**src/verilog/acp_pkg.sv**
```systemverilog
// holds the register map, field layout and shared types of the
// clock and pattern configuration register block.
// assumes a single 100 MHz clock and a serial control port master.

package acp_pkg;

  // register addresses
  localparam logic [6:0] ADDR_PLL_CTRL = 7'h08;
  localparam logic [6:0] ADDR_PLL_RB = 7'h09;
  localparam logic [6:0] ADDR_CLK_CFG = 7'h0a;
  localparam logic [6:0] ADDR_CLK_RB = 7'h0b;
  localparam logic [6:0] ADDR_PAT_LO = 7'h10;
  localparam logic [6:0] ADDR_PAT_LO_RB = 7'h11;
  localparam logic [6:0] ADDR_PAT_HI = 7'h12;
  localparam logic [6:0] ADDR_PAT_HI_RB = 7'h13;

  // reset value of every writable register, and read value of unmapped addresses
  localparam logic [7:0] REG_RESET = 8'h00;
  localparam logic [7:0] RD_UNMAPPED = 8'h00;

  // pll control field positions
  localparam int PLL_CAL_BIT = 0;
  localparam int PLL_BW_BIT = 1;

  // clock register field positions
  localparam int CLK_HYS_ALL_OFF_BIT = 0;
  localparam int CLK_HYS_DEF_OFF_BIT = 1;
  localparam int CLK_HYS_SMALL_BIT = 2;
  localparam int CLK_HYS_MEDIUM_BIT = 3;
  localparam int CLK_HYS_LARGE_BIT = 4;
  localparam int CLK_INV_BIT = 5;

  // pattern layout
  localparam int PAT_W = 12;
  localparam int PAT_HI_W = 4;
  localparam logic [1:0] TRAIN_SEL_CUSTOM = 2'h3;
  localparam logic [PAT_W-1:0] PAT_IDLE = 12'h000;

  // serial frame: r/w flag, 7 address bits, 8 data bits
  localparam int FRAME_BITS = 16;
  localparam int ADDR_BITS_END = 8;
  localparam logic [4:0] CNT_ADDR_DONE = 5'h08;
  localparam logic [4:0] CNT_FRAME_DONE = 5'h10;
  localparam logic [4:0] CNT_ZERO = 5'h00;
  localparam logic [4:0] CNT_ONE = 5'h01;
  localparam int RW_BIT = 7;

  // number of pins passed through the synchroniser
  localparam int SYNC_W = 4;

  // frame state
  typedef enum logic [1:0] {
    ST_IDLE = 2'b00,
    ST_ADDR = 2'b01,
    ST_DATA = 2'b10,
    ST_DONE = 2'b11
  } acp_state_t;

  // hysteresis that the clock input buffer applies
  typedef enum logic [2:0] {
    HYS_10MV = 3'b000,
    HYS_NONE = 3'b001,
    HYS_20MV = 3'b010,
    HYS_50MV = 3'b011,
    HYS_100MV = 3'b100
  } acp_hys_t;

  // decoded serial command
  typedef struct packed {
    logic rd;
    logic [6:0] addr;
  } acp_cmd_t;

  // stored configuration bytes
  typedef struct packed {
    logic [7:0] pll;
    logic [7:0] clk;
    logic [7:0] pat_lo;
    logic [7:0] pat_hi;
  } acp_regs_t;

endpackage

```
**src/verilog/acp_sync.sv**
```systemverilog
// holds a two flip-flop synchroniser for a group of pin inputs.
// assumes the inputs are asynchronous to clk.
`timescale 1ns/1ps

module acp_sync #(
  parameter int W = 1
) (
  input wire logic clk, // system clock
  input wire logic sys_rst, // synchronous reset, active high
  input wire logic [W-1:0] async_in, // raw pin levels
  input wire logic [W-1:0] rst_val, // level held during reset
  output logic [W-1:0] sync_out // synchronised levels
);

  // one pair of flops per pin; stage one feeds only stage two
  genvar gi;
  generate
    for (gi = 0; gi < W; gi++) begin : g_bit
      logic meta_ff;
      logic stab_ff;
      always_ff @(posedge clk) begin
        if (sys_rst) begin
          meta_ff <= rst_val[gi];
          stab_ff <= rst_val[gi];
        end else begin
          meta_ff <= async_in[gi];
          stab_ff <= meta_ff;
        end
      end
      assign sync_out[gi] = stab_ff;
    end
  endgenerate

endmodule // acp_sync

```
**src/verilog/acp_regs.sv**
```systemverilog
// holds the serial-port register bank for pll control, input clock
// hysteresis and the custom training pattern.
// assumes a mode 0 serial master (sample on rising sclk, msb first)
// running far slower than clk, and a lock flag from the pll.
`timescale 1ns/1ps

module acp_regs
  import acp_pkg::*;
(
  input wire logic clk, // 100 MHz system clock
  input wire logic sys_rst, // synchronous reset, active high
  input wire logic spi_sclk, // serial clock pin
  input wire logic spi_cs_n, // chip select pin, active low
  input wire logic spi_mosi, // serial data in pin
  output logic spi_miso, // serial data out
  output logic spi_miso_oe, // miso drive enable, high drives
  input wire logic pll_locked, // pll lock flag, asynchronous
  input wire logic [1:0] train_seq_sel, // decimator training select
  output logic loop_wide_band_sel, // 1 selects high loop bandwidth
  output logic osc_cal_restart, // one-cycle calibration trigger
  output logic ref_clock_polarity_flip, // 1 inverts reference clock
  output acp_hys_t hyst_mode, // hysteresis applied to clock input
  output logic [PAT_W-1:0] train_pattern, // pattern to serializer
  output logic train_pattern_valid // custom pattern selected
);

  // synchronised pins
  logic [SYNC_W-1:0] pins_sync;
  logic sclk_s;
  logic cs_n_s;
  logic mosi_s;
  logic lock_s;

  // edge detection history
  logic sclk_prev_ff;
  logic lock_prev_ff;
  logic sclk_rise;
  logic sclk_fall;
  logic lock_lost;

  // frame state
  acp_state_t state_ff;
  acp_state_t nxt_state;
  logic [4:0] bit_cnt_ff;
  logic [FRAME_BITS-1:0] rx_sh_ff;
  logic [7:0] tx_sh_ff;
  logic [7:0] rd_data;
  acp_cmd_t cmd;
  acp_cmd_t cmd_ff;
  logic frame_write;

  // stored configuration
  acp_regs_t regs_ff;
  logic cal_write;

  // output flops
  logic miso_ff;
  logic miso_oe_ff;
  logic bw_ff;
  logic cal_pulse_ff;
  logic inv_ff;
  acp_hys_t hys_ff;
  acp_hys_t nxt_hys;
  logic [PAT_W-1:0] pat_out_ff;
  logic pat_valid_ff;
  logic [PAT_W-1:0] pat_word;

  // all pins from outside pass two flops first
  // chip select rests high, every other pin low
  acp_sync #(
    .W(SYNC_W)
  ) u_sync (
    .clk(clk),
    .sys_rst(sys_rst),
    .async_in({pll_locked, spi_mosi, spi_cs_n, spi_sclk}),
    .rst_val(4'h2),
    .sync_out(pins_sync)
  );

  assign sclk_s = pins_sync[0];
  assign cs_n_s = pins_sync[1];
  assign mosi_s = pins_sync[2];
  assign lock_s = pins_sync[3];

  // previous levels for edge detection
  // both start at the idle level, so reset makes no false edge
  always_ff @(posedge clk) begin
    if (sys_rst) begin
      sclk_prev_ff <= 1'b0;
      lock_prev_ff <= 1'b0;
    end else begin
      sclk_prev_ff <= sclk_s;
      lock_prev_ff <= lock_s;
    end
  end

  // serial clock edges count only inside a selected frame
  // a lock drop is a falling level of the synchronised flag
  assign sclk_rise = ~cs_n_s & sclk_s & ~sclk_prev_ff;
  assign sclk_fall = ~cs_n_s & ~sclk_s & sclk_prev_ff;
  assign lock_lost = lock_prev_ff & ~lock_s;

  // command byte held for the whole data phase; the shift register
  // keeps moving and would otherwise turn data bits into the command
  always_ff @(posedge clk) begin
    if (sys_rst) begin
      cmd_ff <= '0;
    end else if (state_ff == ST_ADDR && sclk_rise &&
                 bit_cnt_ff == 5'(ADDR_BITS_END - 1)) begin
      cmd_ff <= {rx_sh_ff[RW_BIT-1:0], mosi_s};
    end
  end
  assign cmd = cmd_ff;

  // frame state machine
  // eighth rise ends the command byte, sixteenth ends the frame
  always_comb begin
    nxt_state = state_ff;
    case (state_ff)
      ST_IDLE: begin
        if (!cs_n_s) begin
          nxt_state = ST_ADDR;
        end
      end
      ST_ADDR: begin
        if (cs_n_s) begin
          nxt_state = ST_IDLE;
        end else if (sclk_rise && bit_cnt_ff == 5'(ADDR_BITS_END - 1)) begin
          nxt_state = ST_DATA;
        end
      end
      ST_DATA: begin
        if (cs_n_s) begin
          nxt_state = ST_IDLE;
        end else if (sclk_rise && bit_cnt_ff == 5'(FRAME_BITS - 1)) begin
          nxt_state = ST_DONE;
        end
      end
      ST_DONE: begin
        // extra clocks after the frame are ignored
        if (cs_n_s) begin
          nxt_state = ST_IDLE;
        end
      end
      default: begin
        nxt_state = ST_IDLE;
      end
    endcase
  end

  always_ff @(posedge clk) begin
    if (sys_rst) begin
      state_ff <= ST_IDLE;
    end else begin
      state_ff <= nxt_state;
    end
  end

  // bit counter, cleared whenever chip select drops the frame
  // holds at sixteen so late edges cannot wrap it
  always_ff @(posedge clk) begin
    if (sys_rst) begin
      bit_cnt_ff <= CNT_ZERO;
    end else if (cs_n_s || state_ff == ST_IDLE) begin
      bit_cnt_ff <= CNT_ZERO;
    end else if (sclk_rise && state_ff != ST_DONE) begin
      bit_cnt_ff <= bit_cnt_ff + CNT_ONE;
    end
  end

  // receive shift register, msb first
  always_ff @(posedge clk) begin
    if (sys_rst) begin
      rx_sh_ff <= '0;
    end else if (sclk_rise && state_ff != ST_DONE) begin
      rx_sh_ff <= {rx_sh_ff[FRAME_BITS-2:0], mosi_s};
    end
  end

  // a write completes on the last rising edge of a full frame
  // a frame cut short never reaches this point, so nothing is written
  assign frame_write = sclk_rise && state_ff == ST_DATA &&
                       bit_cnt_ff == 5'(FRAME_BITS - 1) &&
                       !rx_sh_ff[FRAME_BITS-2];

  // read data: only the odd readback addresses answer
  // the writable addresses themselves read as zero
  always_comb begin
    case (cmd.addr)
      ADDR_PLL_RB: rd_data = regs_ff.pll;
      ADDR_CLK_RB: rd_data = regs_ff.clk;
      ADDR_PAT_LO_RB: rd_data = regs_ff.pat_lo;
      ADDR_PAT_HI_RB: rd_data = regs_ff.pat_hi;
      default: rd_data = RD_UNMAPPED;
    endcase
  end

  // transmit shift register, loaded once the address byte is in
  // bit 7 goes straight to miso_ff, so only bits 6:0 are kept here
  always_ff @(posedge clk) begin
    if (sys_rst) begin
      tx_sh_ff <= RD_UNMAPPED;
    end else if (state_ff == ST_DATA && bit_cnt_ff == CNT_ADDR_DONE &&
                 sclk_fall) begin
      tx_sh_ff <= {rd_data[6:0], 1'b0};
    end else if (state_ff == ST_DATA && sclk_fall) begin
      tx_sh_ff <= {tx_sh_ff[6:0], 1'b0};
    end
  end

  // miso changes on falling sclk so the master samples it on rising
  // held low outside the data phase so a released line reads zero
  always_ff @(posedge clk) begin
    if (sys_rst) begin
      miso_ff <= 1'b0;
    end else if (cs_n_s || state_ff != ST_DATA) begin
      miso_ff <= 1'b0;
    end else if (sclk_fall && bit_cnt_ff == CNT_ADDR_DONE) begin
      miso_ff <= cmd.rd ? rd_data[7] : 1'b0;
    end else if (sclk_fall) begin
      miso_ff <= cmd.rd ? tx_sh_ff[7] : 1'b0;
    end
  end

  // drive miso only during the data phase of a read
  always_ff @(posedge clk) begin
    if (sys_rst) begin
      miso_oe_ff <= 1'b0;
    end else begin
      miso_oe_ff <= state_ff == ST_DATA && !cs_n_s && cmd.rd &&
                    bit_cnt_ff >= CNT_ADDR_DONE &&
                    bit_cnt_ff < CNT_FRAME_DONE;
    end
  end

  // the address of a write sits in bits 13:7 at the last rising edge of the frame
  logic [6:0] wr_addr;
  logic [7:0] wr_data;
  assign wr_addr = rx_sh_ff[FRAME_BITS-3:FRAME_BITS-9];
  assign wr_data = {rx_sh_ff[6:0], mosi_s};

  // writable registers; reserved bits stored as written
  // readback and unmapped addresses fall through untouched
  always_ff @(posedge clk) begin
    if (sys_rst) begin
      regs_ff.pll <= REG_RESET;
      regs_ff.clk <= REG_RESET;
      regs_ff.pat_lo <= REG_RESET;
      regs_ff.pat_hi <= REG_RESET;
    end else if (frame_write) begin
      case (wr_addr)
        ADDR_PLL_CTRL: regs_ff.pll <= wr_data;
        ADDR_CLK_CFG: regs_ff.clk <= wr_data;
        ADDR_PAT_LO: regs_ff.pat_lo <= wr_data;
        ADDR_PAT_HI: regs_ff.pat_hi <= wr_data;
        default: ;
      endcase
    end
  end

  // a write with the calibration bit set, seen once per write
  assign cal_write = frame_write && wr_addr == ADDR_PLL_CTRL &&
                     wr_data[PLL_CAL_BIT];

  // calibration trigger: single pulse per write or per lock loss
  // follows the write strobe, not the stored bit, so it cannot repeat
  always_ff @(posedge clk) begin
    if (sys_rst) begin
      cal_pulse_ff <= 1'b0;
    end else begin
      cal_pulse_ff <= cal_write || lock_lost;
    end
  end

  // loop bandwidth select follows the stored bit
  always_ff @(posedge clk) begin
    if (sys_rst) begin
      bw_ff <= 1'b0;
    end else begin
      bw_ff <= regs_ff.pll[PLL_BW_BIT];
    end
  end

  // reference clock polarity follows the stored bit
  always_ff @(posedge clk) begin
    if (sys_rst) begin
      inv_ff <= 1'b0;
    end else begin
      inv_ff <= regs_ff.clk[CLK_INV_BIT];
    end
  end

  // hysteresis decode; all-off wins, then largest setting wins
  // software is expected to set one bit; overlaps still decode
  always_comb begin
    nxt_hys = HYS_10MV;
    if (regs_ff.clk[CLK_HYS_ALL_OFF_BIT]) begin
      nxt_hys = HYS_NONE;
    end else if (regs_ff.clk[CLK_HYS_LARGE_BIT]) begin
      nxt_hys = HYS_100MV;
    end else if (regs_ff.clk[CLK_HYS_MEDIUM_BIT]) begin
      nxt_hys = HYS_50MV;
    end else if (regs_ff.clk[CLK_HYS_SMALL_BIT]) begin
      nxt_hys = HYS_20MV;
    end else if (regs_ff.clk[CLK_HYS_DEF_OFF_BIT]) begin
      nxt_hys = HYS_NONE;
    end
  end

  always_ff @(posedge clk) begin
    if (sys_rst) begin
      hys_ff <= HYS_10MV;
    end else begin
      hys_ff <= nxt_hys;
    end
  end

  // twelve-bit pattern from the two pattern registers
  assign pat_word = {regs_ff.pat_hi[PAT_HI_W-1:0],
                     regs_ff.pat_lo};

  // pattern goes out only while training sequence 3 is selected
  // idle pattern otherwise keeps the serializer input quiet
  always_ff @(posedge clk) begin
    if (sys_rst) begin
      pat_out_ff <= PAT_IDLE;
      pat_valid_ff <= 1'b0;
    end else if (train_seq_sel == TRAIN_SEL_CUSTOM) begin
      pat_out_ff <= pat_word;
      pat_valid_ff <= 1'b1;
    end else begin
      pat_out_ff <= PAT_IDLE;
      pat_valid_ff <= 1'b0;
    end
  end

  // outputs straight from flops
  // no logic between the registers and the ports
  assign spi_miso = miso_ff;
  assign spi_miso_oe = miso_oe_ff;
  assign loop_wide_band_sel = bw_ff;
  assign osc_cal_restart = cal_pulse_ff;
  assign ref_clock_polarity_flip = inv_ff;
  assign hyst_mode = hys_ff;
  assign train_pattern = pat_out_ff;
  assign train_pattern_valid = pat_valid_ff;

endmodule // acp_regs

```
**config.mk**
```make
export PLATFORM = sky130hd
export DESIGN_NAME = acp_regs
export DESIGN_NICKNAME = d
export VERILOG_FILES = /design/src/verilog/acp_pkg.sv /design/src/verilog/acp_sync.sv /design/src/verilog/acp_regs.sv
export SDC_FILE = /design/constraint.sdc
export NUM_CORES = 1
export LEC_CHECK = 0
export BUFFER_PORTS_ARGS = -buffer_cell sky130_fd_sc_hd__buf_2
export CAP_MARGIN = 20
export CELL_PAD_IN_SITES_DETAIL_PLACEMENT = 0
export CELL_PAD_IN_SITES_GLOBAL_PLACEMENT = 2
export CORE_ASPECT_RATIO = 1.4
export CORE_MARGIN = 2
export CORE_UTILIZATION = 42
export CTS_CLUSTER_DIAMETER = 60
export DETAILED_ROUTE_END_ITERATION = 10
export PLACE_DENSITY = 0.94
export SYNTH_ARGS = -nofsm -noshare
export SYNTH_HDL_FRONTEND = slang
export SYNTH_HIERARCHICAL = 1
export SYNTH_SLANG_ARGS = --single-unit
```
**constraint.sdc**
```tcl
create_clock -name clk -period 5 [get_ports clk]
set_clock_uncertainty 0.05 [all_clocks]
set_input_delay 0.75 -clock clk [delete_from_list [all_inputs] [get_ports clk]]
set_output_delay 0.75 -clock clk [all_outputs]
set_load 0.005 [all_outputs]
```
# Word level (Yosys, flattened, before mapping)
# Cells that the tools add are included.
dict set report word_totals {
  regBits 100
  in_bits 8
}
dict set report classes {
  add_sub_neg 1
  magnitude_cmp 2
  eq_ne 21
  n_mux 20
  bitwise_logic 10
  reduce_logical 36
}
# op count
set op_table {}
lappend op_table {{$pmux 8 s4} 1}
lappend op_table {{$eq 7x4->1 const B} 4}
lappend op_table {{$eq 7x5->1 const B} 4}
lappend op_table {{$logic_and 1x1->1} 18}
lappend op_table {{$mux 2} 8}
lappend op_table {{$mux 8} 2}
lappend op_table {{$eq 5x4->1 const B} 2}
lappend op_table {{$pmux 2 s4} 1}
lappend op_table {{$reduce_and 2->1} 4}
lappend op_table {{$reduce_or 2->1} 4}
lappend op_table {{$mux 1} 7}
lappend op_table {{$eq 2x2->1 const B} 3}
lappend op_table {{$ne 2x2->1 const B} 3}
lappend op_table {{$add 5x1->5 const B} 1}
lappend op_table {{$and 1x1->1} 5}
lappend op_table {{$eq 5x3->1 const B} 1}
lappend op_table {{$ge 5x4->1 const B} 1}
lappend op_table {{$lt 5x5->1 const B} 1}
lappend op_table {{$not 1->1} 5}
lappend op_table {{$reduce_and 4->1} 1}
lappend op_table {{$reduce_bool 2->1} 2}
lappend op_table {{$logic_or 1x1->1} 3}
lappend op_table {{$mux 3} 1}
lappend op_table {{$ne 3x1->1 const B} 1}
lappend op_table {{other kinds (6)} 7}

# Longest topological paths before layout
# Gate-level depths: netlist of the first run.
dict set report depth {
  depth_word 9
  depth_mapped 8
  depth_no_buf 7
}

# By module
# The synthesis of the first run kept the hierarchy.
# module instances cells_per_inst area_per_inst_um2
set by_module_without_submodules {}
lappend by_module_without_submodules {acp_regs 1 367 3679.8}
lappend by_module_without_submodules {acp_sync 1 21 321.6}

# Least setup slack after synthesis of the first run
# No wires, ideal clock.
dict set report synth_timing {
  path_kind {flip-flop to flip-flop}
  startpoint {register bit_cnt_ff[0]}
  endpoint {register regs_ff[24] (netlist name)}
  setup_time_ns 0.128
  arrival_time_ns 1.641
  setup_slack_ns 3.181
  stages_incl_launch_ff 9
  period_less_slack_ns 1.819
  cell_sequence {dfxtp_1 ha_1 and3_1 ha_1 and4bb_4 and4_1 buf_4 mux2i_1 nor2_1}
}
dict set report synth_between {
  elab_chain_len 4
}
# element line_no
set synth_lines {}
lappend synth_lines {{start, declared} acp_regs.sv:44} ;# logic [4:0] bit_cnt_ff;
lappend synth_lines {{start signal, assigned} acp_regs.sv:167} ;# bit_cnt_ff <= bit_cnt_ff + CNT_ONE;
lappend synth_lines {{$eq 5x4->1} acp_regs.sv:183} ;# bit_cnt_ff == 5'(FRAME_BITS - 1) &&
lappend synth_lines {{$logic_and 1x1->1} acp_regs.sv:182} ;# assign frame_write = sclk_rise && state_ff == ST_DATA &&
lappend synth_lines {{$logic_and 1x1->1} acp_regs.sv:183}
lappend synth_lines {{$reduce_and 2->1 (no source line)} n/a}
lappend synth_lines {{end, declared} acp_regs.sv:53} ;# acp_regs_t regs_ff;
# No other way between the ends.
# A chain may end at the register's enable or synchronous reset.

# Worst setup path in the final report of the first run
dict set report layout_timing {
  startpoint {register bit_cnt_ff[0]}
  endpoint {register regs_ff[29] (netlist name)}
}
# The elaborated chain is that of the path after synthesis.

==> results of run 1 <==
==> final timing paths <==
check                              startpoint     endpoint  slack (ns)  depth (start not counted)
worst max-delay path            bit_cnt_ff[0]  regs_ff[29]        2.75                          7
worst min-delay path              tx_sh_ff[1]  tx_sh_ff[1]        0.40                          2
worst max register to register  bit_cnt_ff[0]  regs_ff[29]        2.75                          7
worst min register to register    tx_sh_ff[1]  tx_sh_ff[1]        0.40                          2
==> state kept, by name, indices dropped and copies added (netlist names), 2 cells and up <==
signal,flops
bit_cnt_ff,5
u_sync/g_bit.meta_ff,4
pat_word,12
rx_sh_ff,15
cmd,8
tx_sh_ff,7
regs_ff,20
state_ff,2
u_sync/g_bit.stab_ff,4
hyst_mode,3
train_pattern,12
==> cell type report <==
type	count	area (sq um)
tap	110	138
multi-input combinational	269	1880
clock inverter	6	87.6
sequential	100	2000
timing repair buffer	29	148
fill	908	4840
inverter	5	18.8
clock buffer	10	239
==> cell usage in the layout, fill, tap and decap left out, drive strengths merged, types with 3 or more instances in the layout <==
master,count
nand2b,3
nand3,3
ha,3
mux2,10
o22a,6
clkinvlp,3
nor3b,5
nand4,3
mux2i,52
dfxtp,100
and2,13
o21ai,10
nand2,37
clkbuf,10
inv,5
a22oi,7
conb,8
and3,3
buf,29
nor2b,8
nor2,51
a21oi,20
nor4,3
==> cell families after synthesis <==
group                    Yosys count  synth area share [%]
multiplexers                      62                  16.6
buffers and inverters             25                  3.53
flip-flops                       100                  50.0
other                              2                 0.188
AO/OA/AOI/OAI                     50                  8.22
AND/OR/NAND/NOR                  143                  19.9
adder cells (fa/ha/maj)            3                 0.938
XOR/XNOR                           3                 0.657
==> routing by layer <==
layer  up-vias  GRT usage (%)
met5         -              0
met4         0           5.57
met3         8           4.33
met2        31           28.5
met1      1296           18.4
li1       1378              -
==> critical path, stage by stage, from the launching register on <==
cell and delay (ns):
dfxtp_1 0.38, ha_1 0.19, and3_1 0.16, ha_1 0.14
and4bb_4 0.28, and4_1 0.60, mux2i_1 0.25, nor2_1 0.05
==> through the flow <==
stage                     cells  util (%)  worst slack (ns)  power [mW]  instance area (sq um)
after detailed placement    513      44.8              2.68       0.879                   4190
after global routing        529      48.2              2.57        1.66                   4510
final                       529      48.2              2.75        1.61                   4510
after global placement      513      44.8              2.72       0.878                   4190
after CTS                   529      48.2              2.72        1.63                   4510
after floorplan             394         -              3.18       0.871                   4020
==> report_power, final <==
part           switching (mW)  internal (mW)  total [mW]  leakage, nW
registers             0.00996          0.805       0.815        0.809
logic                  0.0268         0.0185      0.0452        0.889
clock network           0.295          0.451       0.745        0.151
==> flow_summary.json, run 1 <==
{
  "status": "complete, no violations",
  "drc": 0,
  "post_cts_buffers": 0,
  "antenna_left": 0,
  "vias_per_cell": 5.13,
  "postSynth.asyncResetShare_pct": 0,
  "worst_slew_pin_slew_ns": 0.963,
  "ys_ff_latch": 100,
  "cts_root_buffer": "clkbuf_16",
  "slew-limit-headroom_pct": 35.7,
  "synth_flop_cell": "dfxtp_1",
  "max_freq_mhz": 444,
  "peakVddDrop_v": 0.000183,
  "startpoint_type": "flop",
  "die_w_microns": 86.5,
  "fin_nets": 425,
  "cts_sinks": 100,
  "cp.required_ns": 5.15,
  "wl_met3_microns": 194,
  "cts_resized": 0,
  "vias": 2713,
  "synth.distinct_cells": 51,
  "critical_path_class": "reg2reg",
  "highest_layer": "met4",
  "setup_viol": 0,
  "leakagePower_nw": 1.85,
  "ys_seq_area_share_pct": 50.0,
  "rsz0062_at_grt": "false",
  "hold_path.class": "reg2reg",
  "drt-met1-wl_microns": 3370,
  "yosys.area.top_type": "dfxtp_1",
  "yosysMostFrequentCell": "dfxtp_1",
  "antenna_found_initial": 0,
  "netlist_top_cells_area": "dfxtp_1 (50%), mux2i_1 (13%), nor2_1 (4.7%), nand2_1 (3.5%), mux2_4 (3.0%)",
  "areaGrowthSynthToFinish_pct": 12.8,
  "power_density_mw_per_mm2": 356,
  "drt_iter0_markers": 164,
  "io_buffers": 28,
  "whs_ns": 0.400,
  "ioPinCount": 29,
  "grt_use_total_pct": 16.1,
  "fp.dieH_microns": 119,
  "place.gp.congestion": 0.769,
  "grt_max_degree": 75,
  "synth_top_area_share_pct": 50.0,
  "numCtsBuffers": 9,
  "hpwl_microns": 5440,
  "die_area_sq_mm": 0.0103,
  "synth_common_cells": "dfxtp_1 (100), mux2i_1 (52), nor2_1 (50), nand2_1 (37), a21oi_1 (19)",
  "syn-cell-area_sq_mm": 0.00400,
  "synth-edff-count": 0,
  "synth_cells": 388,
  "cp.arrival_ns": 2.40,
  "wire_per_inst_microns": 14.8,
  "met2WireLength_microns": 4170,
  "fp-row-count": 42,
  "core-area_sq_mm": 0.00935,
  "first_pass_iters": 4,
  "clk_latency_ns": 0.34,
  "crit_path_end_kind": "flop",
  "maxSlewViolCount": 0,
  "grt-ovfl-total": 0,
  "clk_pin_slew_ns": 0.07,
  "cap_violations": 0,
  "insertedDiodeCount": 0,
  "yosys_warnings": 6,
  "wl_microns": 7850,
  "min_period_ns": 2.25,
  "drive_gt1_share_pct": 16.7,
  "setup_tns_ns": 0,
  "cts_tree": "yes",
  "holdBufCountCts": 0,
  "finalCritPeriodShare_pct": 45.1,
  "htreeDepth": 3,
  "syn_avg_cell_area_sq_um": 10.3,
  "grt_pass1_wl_microns": 12900,
  "crit_path_max_fanout": 9,
  "hold_violations": 0,
  "initial_core_util_pct": 42.8,
  "cts.path.max_buffers": 2,
  "grt_pass1_vias": 2570
}
No activity file was read; power rests on OpenSTA's default activity.
==> run 2: changes to the inputs <==
Settings changed: CORE_UTILIZATION 42 to 39, PLACE_DENSITY 0.94 to 0.89.
Clock period 5 ns to 2.24 ns, I/O delays scaled along.
==> run 2 against run 1 <==
First-iteration DRC count shrank 36%. Register-to-register slack lost 2.5 ns. Sequential share of layout area is 0.29 points lower. Die area is 7.4% higher. Worst hold slack got worse by 0.23 ns. Clock power grew 99%. Cell area increased by 0.67%. Utilization is 2.6 points lower. Count of clock-buffer cells in the layout is 1 higher. Sequential power up 120%. Critical path type unchanged. Critical endpoint is now regs_ff[26]. Largest cell class unchanged. Highest routed layer unchanged.
==> flow_summary.json, run 2 (synthesis results as in run 1) <==
{
  "fp-row-count": 43,
  "maxSlewViolCount": 0,
  "largest_reg_flops": 20,
  "status": "complete, no violations",
  "insertedDiodeCount": 0,
  "postLayoutCellArea_sq_mm": 0.00454,
  "finalCritPeriodShare_pct": 88.9,
  "finalWorstSetupSlack_ns": 0.249,
  "wire_per_inst_microns": 15.0,
  "cap_violations": 0,
  "slew-limit-headroom_pct": 59.7,
  "layout_commonest_cell": "dfxtp_1",
  "max_freq_mhz": 502,
  "drt_iter0_markers": 105,
  "grt_use_total_pct": 16.4,
  "cts_tree": "yes",
  "grt_pass1_wl_microns": 13400,
  "gr-max-usage-layer": "met2",
  "regMostFlops": "regs_ff",
  "initial_core_util_pct": 40.2,
  "fin_nets": 432,
  "hpwl_microns": 5920,
  "drive_gt1_share_pct": 17.2,
  "clk_pin_slew_ns": 0.06,
  "hold_path.class": "in2reg",
  "rsz0062_at_grt": "false",
  "path_cells": "ha_1 > and3_1 > ha_1 > and4bb_4 > and4_1 > buf_4 > mux2i_1 > nor2_1",
  "fp.dieH_microns": 124,
  "whs_ns": 0.165,
  "grt_pass1_vias": 2570,
  "ioPinCount": 29,
  "dp.cells": 545,
  "leakagePower_nw": 1.87,
  "fin_cells": 559,
  "cts_root_buffer": "clkbuf_16",
  "largestRegisters": "regs_ff (20), rx_sh_ff (15)",
  "cts_sinks": 100,
  "setup_tns_ns": 0,
  "die_area_sq_mm": 0.0111,
  "min_period_ns": 1.99,
  "antenna_left": 0,
  "cp_slowest_cell": "dfxtp_1",
  "antenna_found_initial": 0,
  "critical_path_class": "reg2reg",
  "cpMostUsedCell": "ha_1",
  "cp.arrival_ns": 2.16,
  "numCtsBuffers": 9,
  "cts_resized": 0,
  "crit_path_end_kind": "flop",
  "htreeDepth": 3,
  "peakVddDrop_v": 0.000328,
  "post_cts_buffers": 0,
  "power_density_mw_per_mm2": 750,
  "fin_util_pct": 45.6,
  "grt_max_degree": 40,
  "worst_slew_pin_slew_ns": 0.599,
  "areaGrowthSynthToFinish_pct": 13.5,
  "startpoint_type": "flop",
  "hold_violations": 0,
  "vias_per_cell": 4.97,
  "slowest_delay_ns": 0.38,
  "drc": 0,
  "setup_viol": 0,
  "use_met1_pct": 18.9,
  "core-area_sq_mm": 0.00995,
  "vias": 2780,
  "holdBufCountCts": 0,
  "io_buffers": 28,
  "power_mw": 3.41,
  "cp_num_buf_inv": 1,
  "final_cell_mix": "dfxtp_1 (100), mux2i_1 (52), nor2_1 (50), nand2_1 (37), buf_2 (28)",
  "gr-usage-met2_pct": 28.5,
  "nFillCells": 948,
  "placed_area_sq_mm": 0.00427,
  "cp_top_family": "simple AND/OR/NAND/NOR gates",
  "clk_latency_ns": 0.35,
  "cts.path.max_buffers": 2,
  "preCtsSetupSlack_ns": 0.275,
  "use_met3_pct": 4.04,
  "place.gp.congestion": 0.753,
  "wl_microns": 8380,
  "first_pass_iters": 4,
  "grt-ovfl-total": 0,
  "crit_path_max_fanout": 9,
  "cp.required_ns": 2.41,
  "die_w_microns": 89.6
}
[run 2: cell count changes in the layout (fill, tap and decap cells not counted)]
cell / delta
buf_4: +7
clkinv_2: +1
clkbuf_1: +2
clkbuf_8: -1
bufinv_16: -1
clkinvlp_4: -3
[run 2: area by class of cell]
cell class | instances | area [sq um] | area share [%]
Inverter | 5 | 18.8 | 0.413
Clock inverter | 3 | 40.0 | 0.881
Timing Repair Buffer | 36 | 200 | 4.41
Tap cell | 135 | 169 | 3.72
Multi-Input combinational cell | 269 | 1880 | 41.4
Clock buffer | 11 | 233 | 5.12
Sequential cell | 100 | 2000 | 44.1
[run 2: routing by layer]
| metal | share of wire [%] | up-vias | routed length [microns] |
|---|---|---|---|
| met2 | 53 | 38 | 4410 |
| li1 | - | 1395 | - |
| met5 | 0 | - | 0 |
| met1 | 43 | 1336 | 3620 |
| met3 | 2.5 | 11 | 206 |
| met4 | 1.7 | 0 | 146 |
[run 2: worst paths after layout]
| path | to | slack [ns] | depth (start not counted) | startpoint |
|---|---|---|---|---|
| max | regs_ff[26] | 0.25 | 8 | bit_cnt_ff[0] |
| min | u_sync/g_bit[3].meta_ff | 0.16 | 2 | pll_locked |
| max reg2reg | regs_ff[26] | 0.25 | 8 | bit_cnt_ff[0] |
| min reg2reg | tx_sh_ff[1] | 0.40 | 2 | tx_sh_ff[1] |
[run 2: where the power goes]
group / switching (mW) / internal [mW] / leakage [nW]
clock: 0.633 / 0.850 / 0.135
combinational: 0.0621 / 0.0420 / 0.924
sequential: 0.0231 / 1.80 / 0.809
total: 0.718 / 2.69 / 1.87
==> run 3: changes to the inputs <==
Settings changed: MAX_ROUTING_LAYER from default to met4, SLEW_MARGIN from default to 25.
==> run 3 against run 2 <==
Clock power barely moved. Count of clock-buffer cells in the layout did not move. First-iteration DRC count fell by 15%. Non-clock buffer count did not move. Via count fell by 0.32%. Cell count did not move. Critical path depth fell by 1. Worst setup slack improved by 0.0073 ns. Critical endpoint is now regs_ff[17]. Register-to-register slack barely moved. Cell area did not move. Largest power group unchanged.
==> flow_summary.json, run 3 (synthesis results as in run 1) <==
{
  "wire_per_inst_microns": 14.9,
  "die_w_microns": 89.6,
  "die_area_sq_mm": 0.0111,
  "cp_slowest_cell": "dfxtp_1",
  "drt_iter0_markers": 89,
  "postLayoutCellArea_sq_mm": 0.00454,
  "vias": 2771,
  "hold_path.class": "in2reg",
  "cap_violations": 0,
  "drive_gt1_share_pct": 17.2,
  "crit_path_max_fanout": 8,
  "regArea_sq_mm": 0.00200,
  "hpwl_microns": 5920,
  "first_pass_iters": 4,
  "slowest_delay_ns": 0.38,
  "critical_path_class": "reg2reg",
  "cts.path.max_buffers": 2,
  "multi_input_area_sq_mm": 0.00188,
  "grt_pass1_vias": 2570,
  "cts_sinks": 100,
  "power_density_mw_per_mm2": 750,
  "cts_tree": "yes",
  "drc": 0,
  "slew-limit-headroom_pct": 59.7,
  "setup_tns_ns": 0,
  "maxSlewViolCount": 0,
  "use_met1_pct": 19.2,
  "hold_violations": 0,
  "wl_microns": 8320,
  "cts_resized": 0,
  "cp.required_ns": 2.42,
  "grt_use_total_pct": 16.9,
  "clk_pin_slew_ns": 0.06,
  "antenna_found_initial": 0,
  "grt_max_degree": 40,
  "post_cts_buffers": 0,
  "numCtsBuffers": 9,
  "largest_reg_flops": 20,
  "cts_root_buffer": "clkbuf_16",
  "vias_per_cell": 4.96,
  "ioPinCount": 29,
  "nFillCells": 948,
  "placed_area_sq_mm": 0.00427,
  "worst_slew_pin_slew_ns": 0.599,
  "final_cell_mix": "dfxtp_1 (100), mux2i_1 (52), nor2_1 (50), nand2_1 (37), buf_2 (28)",
  "antenna_left": 0,
  "setup_viol": 0,
  "areaGrowthSynthToFinish_pct": 13.5,
  "insertedDiodeCount": 0,
  "grt_pass1_wl_microns": 13400,
  "cp.arrival_ns": 2.16,
  "core-area_sq_mm": 0.00995,
  "clk_latency_ns": 0.35,
  "regMostFlops": "regs_ff",
  "place.gp.congestion": 0.763,
  "gr-max-usage-layer": "met2",
  "rsz0062_at_grt": "false",
  "leakagePower_nw": 1.87,
  "finalCritPeriodShare_pct": 88.6,
  "cpMostUsedCell": "ha_1",
  "htreeDepth": 3,
  "peakVddDrop_v": 0.000327,
  "max_freq_mhz": 504,
  "fin_nets": 432,
  "io_buffers": 28,
  "startpoint_type": "flop",
  "crit_path_end_kind": "flop",
  "cp_top_family": "simple AND/OR/NAND/NOR gates",
  "initial_core_util_pct": 40.2,
  "fp.dieH_microns": 124,
  "layout_commonest_cell": "dfxtp_1",
  "use_met3_pct": 3.64,
  "status": "complete, no violations",
  "path_cells": "ha_1 > and3_1 > ha_1 > and4bb_4 > nand4_2 > mux2i_1 > nor2_1",
  "grt-ovfl-total": 0,
  "cp_num_buf_inv": 0,
  "largestRegisters": "regs_ff (20), rx_sh_ff (15)",
  "gr-usage-met2_pct": 28.4,
  "fp-row-count": 43,
  "holdBufCountCts": 0,
  "min_period_ns": 1.98
}
-- run 3: cell counts in the layout (fill, tap and decap cells not counted) --
Identical to the previous run, type by type.
-- run 3: power by group --
part | switching, mW | internal, mW
sequential | 0.0233 | 1.80
combinational | 0.0620 | 0.0420
clock | 0.631 | 0.850
total | 0.717 | 2.69
-- run 3: final cells by class --
type,count,share of cell area (%)
repair buffers,36,4.41
inverters,5,0.413
clock inverters,3,0.881
multi-input cells,269,41.4
clock buffers,11,5.12
flip-flops and latches,100,44.1
well taps,135,3.72
-- run 3: routing by layer --
layer  part of all wire (%)  up-vias
met4                    1.8        0
met5                      0        -
met3                    2.4       11
met2                     53       39
li1                       -     1395
met1                     43     1326
-- run 3: worst register-to-register path: cells and delay by family, from the launching register on --
| kind | cells | cell delay [ns] |
|---|---|---|
| flops | 1 | 0.38 |
| fa+ha+maj | 2 | 0.34 |
| mux | 1 | 0.29 |
| simple gates | 4 | 0.82 |
-- run 3: worst paths after layout --
check | from | to | slack [ns] | cells past startpoint
max | bit_cnt_ff[0] | regs_ff[17] | 0.26 | 7
min | pll_locked | u_sync/g_bit[3].meta_ff | 0.17 | 2
max reg2reg | bit_cnt_ff[0] | regs_ff[17] | 0.26 | 7
min reg2reg | tx_sh_ff[1] | tx_sh_ff[1] | 0.40 | 2
-- run 3: metrics by stage --
step / total power, mW / util (%) / instances / hold slack, ns / worst slack [ns]
CTS: 3.45 / 45.6 / 559 / 0.154 / 0.242
finish: 3.41 / 45.6 / 559 / 0.165 / 0.256
global route: 3.52 / 45.6 / 559 / 0.164 / 0.0999
detailed placement: 1.97 / 42.9 / 545 / 0.389 / 0.275
floorplan: 1.94 / - / 394 / 0.375 / 0.421
global placement: 1.97 / 42.9 / 545 / 0.387 / 0.308
